### src/trap_vec_cfg.svh
// offsets, field positions, reset values and limits of the trap vector unit
`ifndef TRAP_VEC_CFG_SVH
`define TRAP_VEC_CFG_SVH

// -----------------------------------------------------------------------------
// register offsets
// -----------------------------------------------------------------------------
`define ADDR_PTB     6'h00
`define ADDR_HTB     6'h08
`define ADDR_FSR     6'h10
`define ADDR_PIL     6'h18
`define ADDR_TL      6'h20
`define ADDR_TT      6'h28
`define ADDR_VEC     6'h30

// -----------------------------------------------------------------------------
// field positions
// -----------------------------------------------------------------------------
`define PTB_LO       15
`define HTB_LO       14
`define VEC_TL_BIT   14
`define VEC_TT_LO    5
`define VEC_TT_HI    13
`define FSR_TEM_LO   0
`define FSR_AEXC_LO  8
`define FSR_FCC_LO   16

// -----------------------------------------------------------------------------
// sizes, limits, codes and reset values
// -----------------------------------------------------------------------------
`define NUM_EXC      4
`define MAX_TL       3'd6
`define MAX_PTL      3'd2
`define IRQ_LEVELS   16
`define IRQ_TT_BASE  9'h040
`define FP_IEEE_TT   9'h021
`define IRQ_PRIO     8'h20
`define FP_PRIO      8'h10
`define RST_BASE     64'h0000000000000000
`define RST_TL       3'd0
`define RST_PIL      4'h0

`endif

### src/trap_vec_pkg.sv
// types shared by the trap vector unit and its neighbours
`default_nettype none
`include "trap_vec_cfg.svh"

package trap_vec_pkg;

    // -------------------------------------------------------------------------
    // enumerations
    // -------------------------------------------------------------------------
    typedef enum logic [1:0] {
        ST_EXECUTE,
        ST_RED,
        ST_ERROR
    } proc_state_e;

    // -------------------------------------------------------------------------
    // carriers
    // -------------------------------------------------------------------------
    typedef struct packed {
        logic       valid;
        logic [8:0] trap_type_code;
        logic [7:0] prio;
        logic       to_hyper;
    } exc_req_s;

    typedef struct packed {
        logic interrupt_enable;
        logic fp_enable;
        logic trap_little_endian;
        logic hyper_priv;
        logic float_unit_enable;
    } cpu_state_s;

    typedef struct packed {
        logic       valid;
        logic [4:0] cexc;
        logic [7:0] fcc;
    } fp_result_s;

    typedef struct packed {
        logic        valid;
        logic [63:0] vector;
        logic [8:0]  trap_type_code;
        logic        to_hyper;
        logic        little_endian;
        proc_state_e next_state;
    } trap_out_s;

    typedef struct packed {
        logic [63:0]        ptb;
        logic [63:0]        htb;
        logic [4:0]         tem;
        logic [4:0]         aexc;
        logic [7:0]         fcc;
        logic [3:0]         processor_irq_level;
        logic [2:0]         tl;
        logic [6:0][8:0]    tt;
        logic               fp_pend;
        logic [63:0]        rdata;
        trap_out_s          trap;
    } unit_state_s;

endpackage

`default_nettype wire

### src/trap_control_vector_gen.sv
// trap selection, floating-point trap gating and trap vector generation
//
// Function
// RULE1: take only the highest-priority outstanding trap
// RULE2: among interrupts pick the greatest level
// RULE3: interrupt traps only when level exceeds limit
// RULE4: fp traps gated by both enables and mask
// RULE5: enabled ieee exception raises ieee trap
// RULE6: disabled ieee exception accrues, no trap
// RULE7: trapping ieee exception leaves results unchanged
// RULE8: non-trapping ieee exception commits new results
// RULE9: privileged traps use little-endian select bit
// RULE10: hyperprivileged traps always big-endian
// RULE11: nesting level picks execute, red, error state
// RULE12: destination from type, level, detecting mode
// RULE13: separate bases for privileged and hyper traps
// RULE14: software loads upper 49 privileged base bits
// RULE15: software loads upper 50 hyper base bits
// RULE16: privileged vector high bits from base
// RULE17: privileged bit 14 marks nonzero level
// RULE18: vector bits 13:5 carry trap type
// RULE19: vector low five bits always zero
// RULE20: hyper vector high bits from base
// RULE21: privileged table halves by level zero
// RULE22: write trap type at current level
// RULE23: hyper-detected privileged interrupt stays pending
// RULE24: select format, present address when taken
//
// Decided for this implementation: the strobed register port and the address map.
`default_nettype none
`include "trap_vec_cfg.svh"

module trap_control_vector_gen (
    input  wire logic                              i_core_clk,
    input  wire logic                              i_rst,
    input  wire logic [5:0]                        i_reg_addr,
    input  wire logic [63:0]                       i_reg_wdata,
    input  wire logic                              i_reg_wr,
    input  wire logic                              i_reg_rd,
    output logic      [63:0]                       o_reg_rdata,
    input  wire logic                              i_boundary,
    input  wire trap_vec_pkg::exc_req_s [3:0]      i_exc,
    input  wire logic [15:0]                       i_irq_pend,
    input  wire trap_vec_pkg::cpu_state_s          i_cpu,
    input  wire trap_vec_pkg::fp_result_s          i_fp,
    input  wire logic                              i_trap_ret,
    output logic                                   o_fp_commit,
    output logic      [2:0]                        o_tl,
    output trap_vec_pkg::trap_out_s                o_trap
);

    // -------------------------------------------------------------------------
    // vector formats
    // -------------------------------------------------------------------------
    function automatic logic [63:0] priv_vec(input logic [63:0] base,
                                             input logic [2:0]  tl,
                                             input logic [8:0]  ttc);
        logic [63:0] v;
        v = 64'h0000000000000000;
        v[63:`PTB_LO] = base[63:`PTB_LO];                 // [RULE16] [RULE13]
        v[`VEC_TL_BIT] = (tl != 3'd0);                    // [RULE17] [RULE21]
        v[`VEC_TT_HI:`VEC_TT_LO] = ttc;                   // [RULE18]
        v[4:0] = 5'h00;                                   // [RULE19]
        return v;
    endfunction

    function automatic logic [63:0] hyper_vec(input logic [63:0] base,
                                              input logic [8:0]  ttc);
        logic [63:0] v;
        v = 64'h0000000000000000;
        v[63:`HTB_LO] = base[63:`HTB_LO];                 // [RULE20] [RULE13]
        v[`VEC_TT_HI:`VEC_TT_LO] = ttc;                   // [RULE18]
        v[4:0] = 5'h00;                                   // [RULE19]
        return v;
    endfunction

    function automatic logic [63:0] fsr_word(input logic [4:0] tem,
                                             input logic [4:0] aexc,
                                             input logic [7:0] fcc);
        logic [63:0] w;
        w = 64'h0000000000000000;
        w[`FSR_TEM_LO +: 5] = tem;
        w[`FSR_AEXC_LO +: 5] = aexc;
        w[`FSR_FCC_LO +: 8] = fcc;
        return w;
    endfunction

    // -------------------------------------------------------------------------
    // state
    // -------------------------------------------------------------------------
    trap_vec_pkg::unit_state_s st_r;
    trap_vec_pkg::unit_state_s st_nxt;

    // -------------------------------------------------------------------------
    // interrupt pick
    // -------------------------------------------------------------------------
    logic       irq_any;
    logic [3:0] irq_lvl;
    logic       irq_ok;

    always_comb begin
        irq_any = 1'b0;
        irq_lvl = 4'h0;
        for (int i = 1; i < `IRQ_LEVELS; i++) begin
            if (i_irq_pend[i]) begin
                irq_any = 1'b1;                           // [RULE2]
                irq_lvl = 4'(i);
            end
        end
        irq_ok = irq_any
            && !i_cpu.hyper_priv                          // [RULE23]
            && i_cpu.interrupt_enable
            && (irq_lvl > st_r.processor_irq_level);                      // [RULE3]
    end

    // -------------------------------------------------------------------------
    // floating-point gating
    // -------------------------------------------------------------------------
    logic       fp_on;
    logic [4:0] fp_hit;
    logic       fp_trap;

    always_comb begin
        fp_on = i_cpu.float_unit_enable && i_cpu.fp_enable;   // [RULE4]
        fp_hit = i_fp.cexc & st_r.tem;                        // [RULE5]
        fp_trap = i_fp.valid && fp_on && (fp_hit != 5'h00);   // [RULE4] [RULE5]
        o_fp_commit = i_fp.valid && fp_on && !fp_trap;        // [RULE7] [RULE8]
    end

    // -------------------------------------------------------------------------
    // trap selection
    // -------------------------------------------------------------------------
    logic       sel_vld;
    logic [8:0] sel_tt;
    logic [7:0] sel_prio;
    logic       sel_hyp;

    always_comb begin
        sel_vld = 1'b0;
        sel_tt = 9'h000;
        sel_prio = 8'hFF;
        sel_hyp = 1'b0;
        for (int i = 0; i < `NUM_EXC; i++) begin
            if (i_exc[i].valid && (!sel_vld || i_exc[i].prio < sel_prio)) begin
                sel_vld = 1'b1;                           // [RULE1]
                sel_tt = i_exc[i].trap_type_code;
                sel_prio = i_exc[i].prio;
                sel_hyp = i_exc[i].to_hyper;
            end
        end
        if (st_r.fp_pend && (!sel_vld || `FP_PRIO < sel_prio)) begin
            sel_vld = 1'b1;                               // [RULE1]
            sel_tt = `FP_IEEE_TT;
            sel_prio = `FP_PRIO;
            sel_hyp = 1'b0;
        end
        if (irq_ok && (!sel_vld || `IRQ_PRIO < sel_prio)) begin
            sel_vld = 1'b1;                               // [RULE3] [RULE1]
            sel_tt = `IRQ_TT_BASE + {5'h00, irq_lvl};
            sel_prio = `IRQ_PRIO;
            sel_hyp = 1'b0;
        end
    end

    // -------------------------------------------------------------------------
    // destination and state after the trap
    // -------------------------------------------------------------------------
    logic                      take;
    logic                      dst_hyp;
    logic [2:0]                tl_new;
    trap_vec_pkg::proc_state_e dst_state;

    always_comb begin
        take = i_boundary && sel_vld;                     // [RULE1]
        dst_hyp = sel_hyp
            || i_cpu.hyper_priv
            || (st_r.tl >= `MAX_PTL);                     // [RULE12] [RULE11]
        if (st_r.tl == `MAX_TL) begin
            dst_state = trap_vec_pkg::ST_ERROR;           // [RULE11]
            tl_new = `MAX_TL;
        end else if (st_r.tl == `MAX_TL - 3'd1) begin
            dst_state = trap_vec_pkg::ST_RED;             // [RULE11]
            tl_new = `MAX_TL;
        end else begin
            dst_state = trap_vec_pkg::ST_EXECUTE;         // [RULE11]
            tl_new = st_r.tl + 3'd1;
        end
    end

    // -------------------------------------------------------------------------
    // next state
    // -------------------------------------------------------------------------
    always_comb begin
        st_nxt = st_r;
        st_nxt.rdata = 64'h0000000000000000;
        st_nxt.trap.valid = 1'b0;

        // register writes; software owns the upper base bits
        if (i_reg_wr) begin
            unique case (i_reg_addr)
                `ADDR_PTB: st_nxt.ptb = i_reg_wdata;      // [RULE14]
                `ADDR_HTB: st_nxt.htb = i_reg_wdata;      // [RULE15]
                `ADDR_FSR: begin
                    st_nxt.tem = i_reg_wdata[`FSR_TEM_LO +: 5];
                    st_nxt.aexc = i_reg_wdata[`FSR_AEXC_LO +: 5];
                    st_nxt.fcc = i_reg_wdata[`FSR_FCC_LO +: 8];
                end
                `ADDR_PIL: st_nxt.processor_irq_level = i_reg_wdata[3:0];
                `ADDR_TL: begin
                    if (i_reg_wdata[2:0] <= `MAX_TL) begin
                        st_nxt.tl = i_reg_wdata[2:0];
                    end
                end
                `ADDR_TT: st_nxt.tt[st_r.tl] = i_reg_wdata[8:0];
                default: ;
            endcase
        end

        // register reads, answer in the next cycle
        if (i_reg_rd) begin
            unique case (i_reg_addr)
                `ADDR_PTB: st_nxt.rdata = st_r.ptb;
                `ADDR_HTB: st_nxt.rdata = st_r.htb;
                `ADDR_FSR: st_nxt.rdata = fsr_word(st_r.tem, st_r.aexc, st_r.fcc);
                `ADDR_PIL: st_nxt.rdata = {60'h0, st_r.processor_irq_level};
                `ADDR_TL:  st_nxt.rdata = {61'h0, st_r.tl};
                `ADDR_TT:  st_nxt.rdata = {55'h0, st_r.tt[st_r.tl]};
                `ADDR_VEC: st_nxt.rdata = st_r.trap.vector;
                default:   st_nxt.rdata = 64'h0000000000000000;
            endcase
        end

        // fp results; hardware fcc wins over a same-cycle write, cexc ORs into the written aexc
        if (o_fp_commit) begin
            st_nxt.aexc = st_nxt.aexc | i_fp.cexc;        // [RULE6] [RULE8]
            st_nxt.fcc = i_fp.fcc;                        // [RULE8]
        end

        // trap return lowers the nesting level
        if (i_trap_ret && st_r.tl != 3'd0) begin
            st_nxt.tl = st_r.tl - 3'd1;
        end

        // take the selected trap
        if (take) begin
            st_nxt.tl = tl_new;
            st_nxt.tt[tl_new] = sel_tt;                   // [RULE22]
            st_nxt.trap.valid = 1'b1;
            st_nxt.trap.trap_type_code = sel_tt;
            st_nxt.trap.to_hyper = dst_hyp;
            st_nxt.trap.next_state = dst_state;
            st_nxt.trap.little_endian = !dst_hyp
                && i_cpu.trap_little_endian;              // [RULE9] [RULE10]
            if (dst_hyp) begin
                st_nxt.trap.vector = hyper_vec(st_r.htb, sel_tt);   // [RULE24]
            end else begin
                st_nxt.trap.vector = priv_vec(st_r.ptb, st_r.tl,
                                              sel_tt);              // [RULE24]
            end
        end

        // fp trap stays pending until taken; a new one wins over the take
        if (take && sel_tt == `FP_IEEE_TT && st_r.fp_pend) begin
            st_nxt.fp_pend = 1'b0;
        end
        if (fp_trap) begin
            st_nxt.fp_pend = 1'b1;                        // [RULE5] [RULE7]
        end
    end

    // -------------------------------------------------------------------------
    // registers
    // -------------------------------------------------------------------------
    always_ff @(posedge i_core_clk or posedge i_rst) begin
        if (i_rst) begin
            st_r.ptb <= `RST_BASE;
            st_r.htb <= `RST_BASE;
            st_r.tem <= 5'h00;
            st_r.aexc <= 5'h00;
            st_r.fcc <= 8'h00;
            st_r.processor_irq_level <= `RST_PIL;
            st_r.tl <= `RST_TL;
            st_r.tt <= '0;
            st_r.fp_pend <= 1'b0;
            st_r.rdata <= 64'h0000000000000000;
            st_r.trap.valid <= 1'b0;
            st_r.trap.vector <= 64'h0000000000000000;
            st_r.trap.trap_type_code <= 9'h000;
            st_r.trap.to_hyper <= 1'b0;
            st_r.trap.little_endian <= 1'b0;
            st_r.trap.next_state <= trap_vec_pkg::ST_EXECUTE;
        end else begin
            st_r <= st_nxt;
        end
    end

    // -------------------------------------------------------------------------
    // outputs
    // -------------------------------------------------------------------------
    assign o_reg_rdata = st_r.rdata;
    assign o_tl = st_r.tl;
    assign o_trap = st_r.trap;

endmodule

`default_nettype wire

### config.mk
export PLATFORM = sky130hd
export DESIGN_NAME = trap_control_vector_gen
export DESIGN_NICKNAME = d
export VERILOG_FILES = /design/src/trap_vec_pkg.sv /design/src/trap_control_vector_gen.sv
export VERILOG_INCLUDE_DIRS = /design/src
export SDC_FILE = /design/constraint.sdc
export NUM_CORES = 1
export LEC_CHECK = 0
export BUFFER_PORTS_ARGS = -buffer_cell sky130_fd_sc_hd__buf_2
export CORE_MARGIN = 2
export CORE_UTILIZATION = 40
export CTS_BUF_LIST = sky130_fd_sc_hd__clkbuf_16
export DETAILED_ROUTE_END_ITERATION = 12
export PLACE_DENSITY = 0.58
export SLEW_MARGIN = 0
export SYNTH_ARGS = -nofsm -noshare
export SYNTH_HDL_FRONTEND = slang
export SYNTH_SLANG_ARGS = --single-unit
### constraint.sdc
create_clock -name i_core_clk -period 17.5 [get_ports i_core_clk]
set_input_delay 3.5 -clock i_core_clk [delete_from_list [all_inputs] [get_ports i_core_clk]]
set_output_delay 3.5 -clock i_core_clk [all_outputs]
set_load 0.02 [all_outputs]
==> impl_metrics.yaml <==
global_routing:
  grt_pass1_wl_um: 82600
  use_met1_pct: 29.8
  grt_usage_pct: 22.6
  antenna_found_initial: 8
  grt_util_met2_pct: 38.1
  gr-total-overflow: 0
  grt_max_degree: 161
  grt_pass1_vias: 14300
  grt_busiest_layer: "met2"
  grt_use_met3_pct: 3.47
route:
  num_vias: 14300
  drc: 0
  drt_iter0_drc: 1463
  ant_nets: 0
  wl_um: 53700
  wl_per_cell_um: 21.3
  first_pass_iters: 9
  vias_per_cell: 5.68
synthesis:
  synthCells: 1751
  synth_edf_count: 0
  synth_flop_cell: "dfrtp_1"
  netlist_area_um2: 18000
  ys_seq_elements: 345
  synthDistinctLibCells: 67
  ys_seq_area_share_pct: 48.0
  yosys_warnings: 0
  synth-async-reset-ratio_pct: 100
  avgSynthCellArea_um2: 10.3
final_layout:
  final_cell_area_um2: 20300
  ff_latch_area_um2: 8630
  layout_commonest_cell: "dfrtp_1"
  multiInputGateArea_um2: 7780
  post-route-util_pct: 45.8
  most-common-layout-cells: "345 x dfrtp_1, 326 x buf_2, 182 x a21oi_1"
  drive_gt1_share_pct: 31.8
  nets: 2106
  nFillCells: 4180
  area_delta_synth_final_pct: 12.9
power_and_ir_drop:
  p_seq_share_pct: 41.5
  combPwrFrac_pct: 28.3
  ir_worst_vdd_mv: 0.0650
  total_power_mw: 2.49
  p_sw_share_pct: 34.2
  switchingPower_mw: 0.852
  p_clk_share_pct: 30.3
  p_leak_nw: 9.49
  p_per_area_nw_per_um2: 123
  intPower_mw: 1.64
critical_path:
  worstReg2RegStart: "st_r[210]$_DFFE_PP0P_"
  required_ps: 17910
  cp-start-kind: "primary input"
  slowest_stage: "a32o_1"
  max_stage_delay_ps: 910
  crit_path_max_fanout: 52
  crit_path_start: "i_exc[18]"
  crit_family: "compound AO/OA/AOI/OAI gates"
  crit_arrival_ps: 11780
  worst-setup-path-type: "in2reg"
  end_kind: "flip-flop"
  path_buf_inv: 3
die:
  die-area_um2: 46700
  initial_core_util_pct: 40.6
  ios: 333
  core_um2: 44300
  row_count: 77
  die_height_um: 216
  die_w_um: 216
clock_network:
  cts_num_sinks: 345
  clk_path_buf_depth: 3
  post-cts-setup-buffer-count: 0
  cts_max_level: 2
  cts_hold_buf: 0
  clockRootBuffer: "clkbuf_16"
  numCtsBuffers: 40
  worstSkewPairLatency_ps: 560
  clkTransAtPathRegs_ps: 60
  cts_resized: 0
  cts_tree: "done"
placed_design:
  globalplace.congestion: 0.831
  numPortBuffers: 326
  place_area_um2: 19100
  hpwl_um: 34400
sta:
  finalCritPeriodShare_pct: 64.9
  whs_ps: 468
  fin_skew_ps: 19.3
  final.setup.tns_ps: 0
  grt_setup_unrepaired: "false"
  worstMarginPinSlew_ps: 1200
  max_clock_freq_mhz: 88.0
  slew_violations: 0
  fin_crit_ps: 11370
  finalHoldViolCount: 0
  max-slew-margin-rel_pct: 19.8
  setup_viol: 0
run_status:
  status: "finished clean"
min_path:
  hp-start: "o_trap[0]$_DFFE_PP0P_"
  hold_path_class: "reg2reg"
flow_run:
  cap_violations: 0
-- stage by stage --
stage	setup WS (ps)	std cells
final	6130	2516
after global routing	5510	2515
after CTS	6150	2510
after detailed placement	5580	2440
after global placement	5690	2440
after floorplan	4430	1755
-- worst paths after layout --
path,endpoint,slack [ps],cells past startpoint
max in group asynchronous,o_reg_rdata[63]$_DFF_PP0_,12310,4
max,o_trap[27]$_DFFE_PP0P_,6130,26
max reg2reg,o_trap[27]$_DFFE_PP0P_,13480,13
min reg2reg,o_trap[0]$_DFFE_PP0P_,470,2
min,o_trap[0]$_DFFE_PP0P_,470,2
min in group asynchronous,o_reg_rdata[59]$_DFF_PP0_,3110,2
-- cell type report --
cell class | count | share of cell area [%]
antenna | 6 | 0.0739
tap | 592 | 3.65
clock buffer | 40 | 4.93
inverter | 25 | 0.499
clock inverter | 30 | 0.832
multi-input combinational | 1123 | 38.3
sequential | 345 | 42.5
timing repair buffer | 355 | 9.17
-- tightest hold or removal path: stages (launching register included) --
cell and delay (ps):
dfrtp_1 340, nand2_1 50, nand2_1 50
-- power groups by stage --
stage / Combinational [mW] / Sequential [mW] / Clock (mW)
after floorplan: 0.548 / 1.02 / 0
after global placement: 0.688 / 1.04 / 0
after detailed placement: 0.701 / 1.04 / 0
after CTS: 0.704 / 1.03 / 0.773
after global routing: 0.773 / 1.05 / 0.805
final: 0.704 / 1.03 / 0.755
-- per-layer routing --
layer	vias up	share of wire, %
met3	89	5.9
met1	7197	43
met2	514	49
met5	-	0.047
met4	4	2.5
li1	6482	-
-- cells by family (layout without fill, tap and decap cells) --
| kind of cell | count (synthesis) | after routing | synth area share (%) |
|---|---|---|---|
| other | 1 | 11 | 0.0208 |
| buffers and inverters | 287 | 450 | 9.30 |
| muxes | 207 | 207 | 13.4 |
| AOI/OAI and AO/OA | 444 | 444 | 16.2 |
| and+or+nand+nor | 435 | 435 | 10.9 |
| DFF | 345 | 345 | 48.0 |
| adders and majority gates | 30 | 30 | 2.08 |
| xor gates and xnor gates | 2 | 2 | 0.0974 |
-- state kept, by name (all words and copies together), names as in the netlist --
signal and cells:
st_r 214, o_reg_rdata 64, o_trap 64, o_tl 3
-- cells in the mapped netlist (5+ instances only) --
master	n	area, um2
buf_4	147	1100
a22oi_1	38	285
a221o_1	9	90.1
ha_1	29	363
o211ai_1	16	120
nand3_1	26	130
buf_6	5	56.3
nor2_1	131	492
a21oi_1	182	911
nor3_1	22	110
nor4_1	5	31.3
dfrtp_1	345	8630
nand4_1	9	56.3
buf_1	14	52.6
mux2_2	175	1970
buf_2	5	25.0
mux2i_1	22	220
a31oi_1	6	37.5
a222oi_1	51	510
nor2b_1	37	231
or4_1	6	45.0
o21ai_0	60	300
inv_1	25	93.8
nand2_1	169	634
mux4_2	9	203
a211oi_1	38	285
clkbuf_1	91	342
a211o_1	5	43.8
a21o_1	5	37.5
nand2b_1	8	50.1
Power figures use the tool's default switching activity.
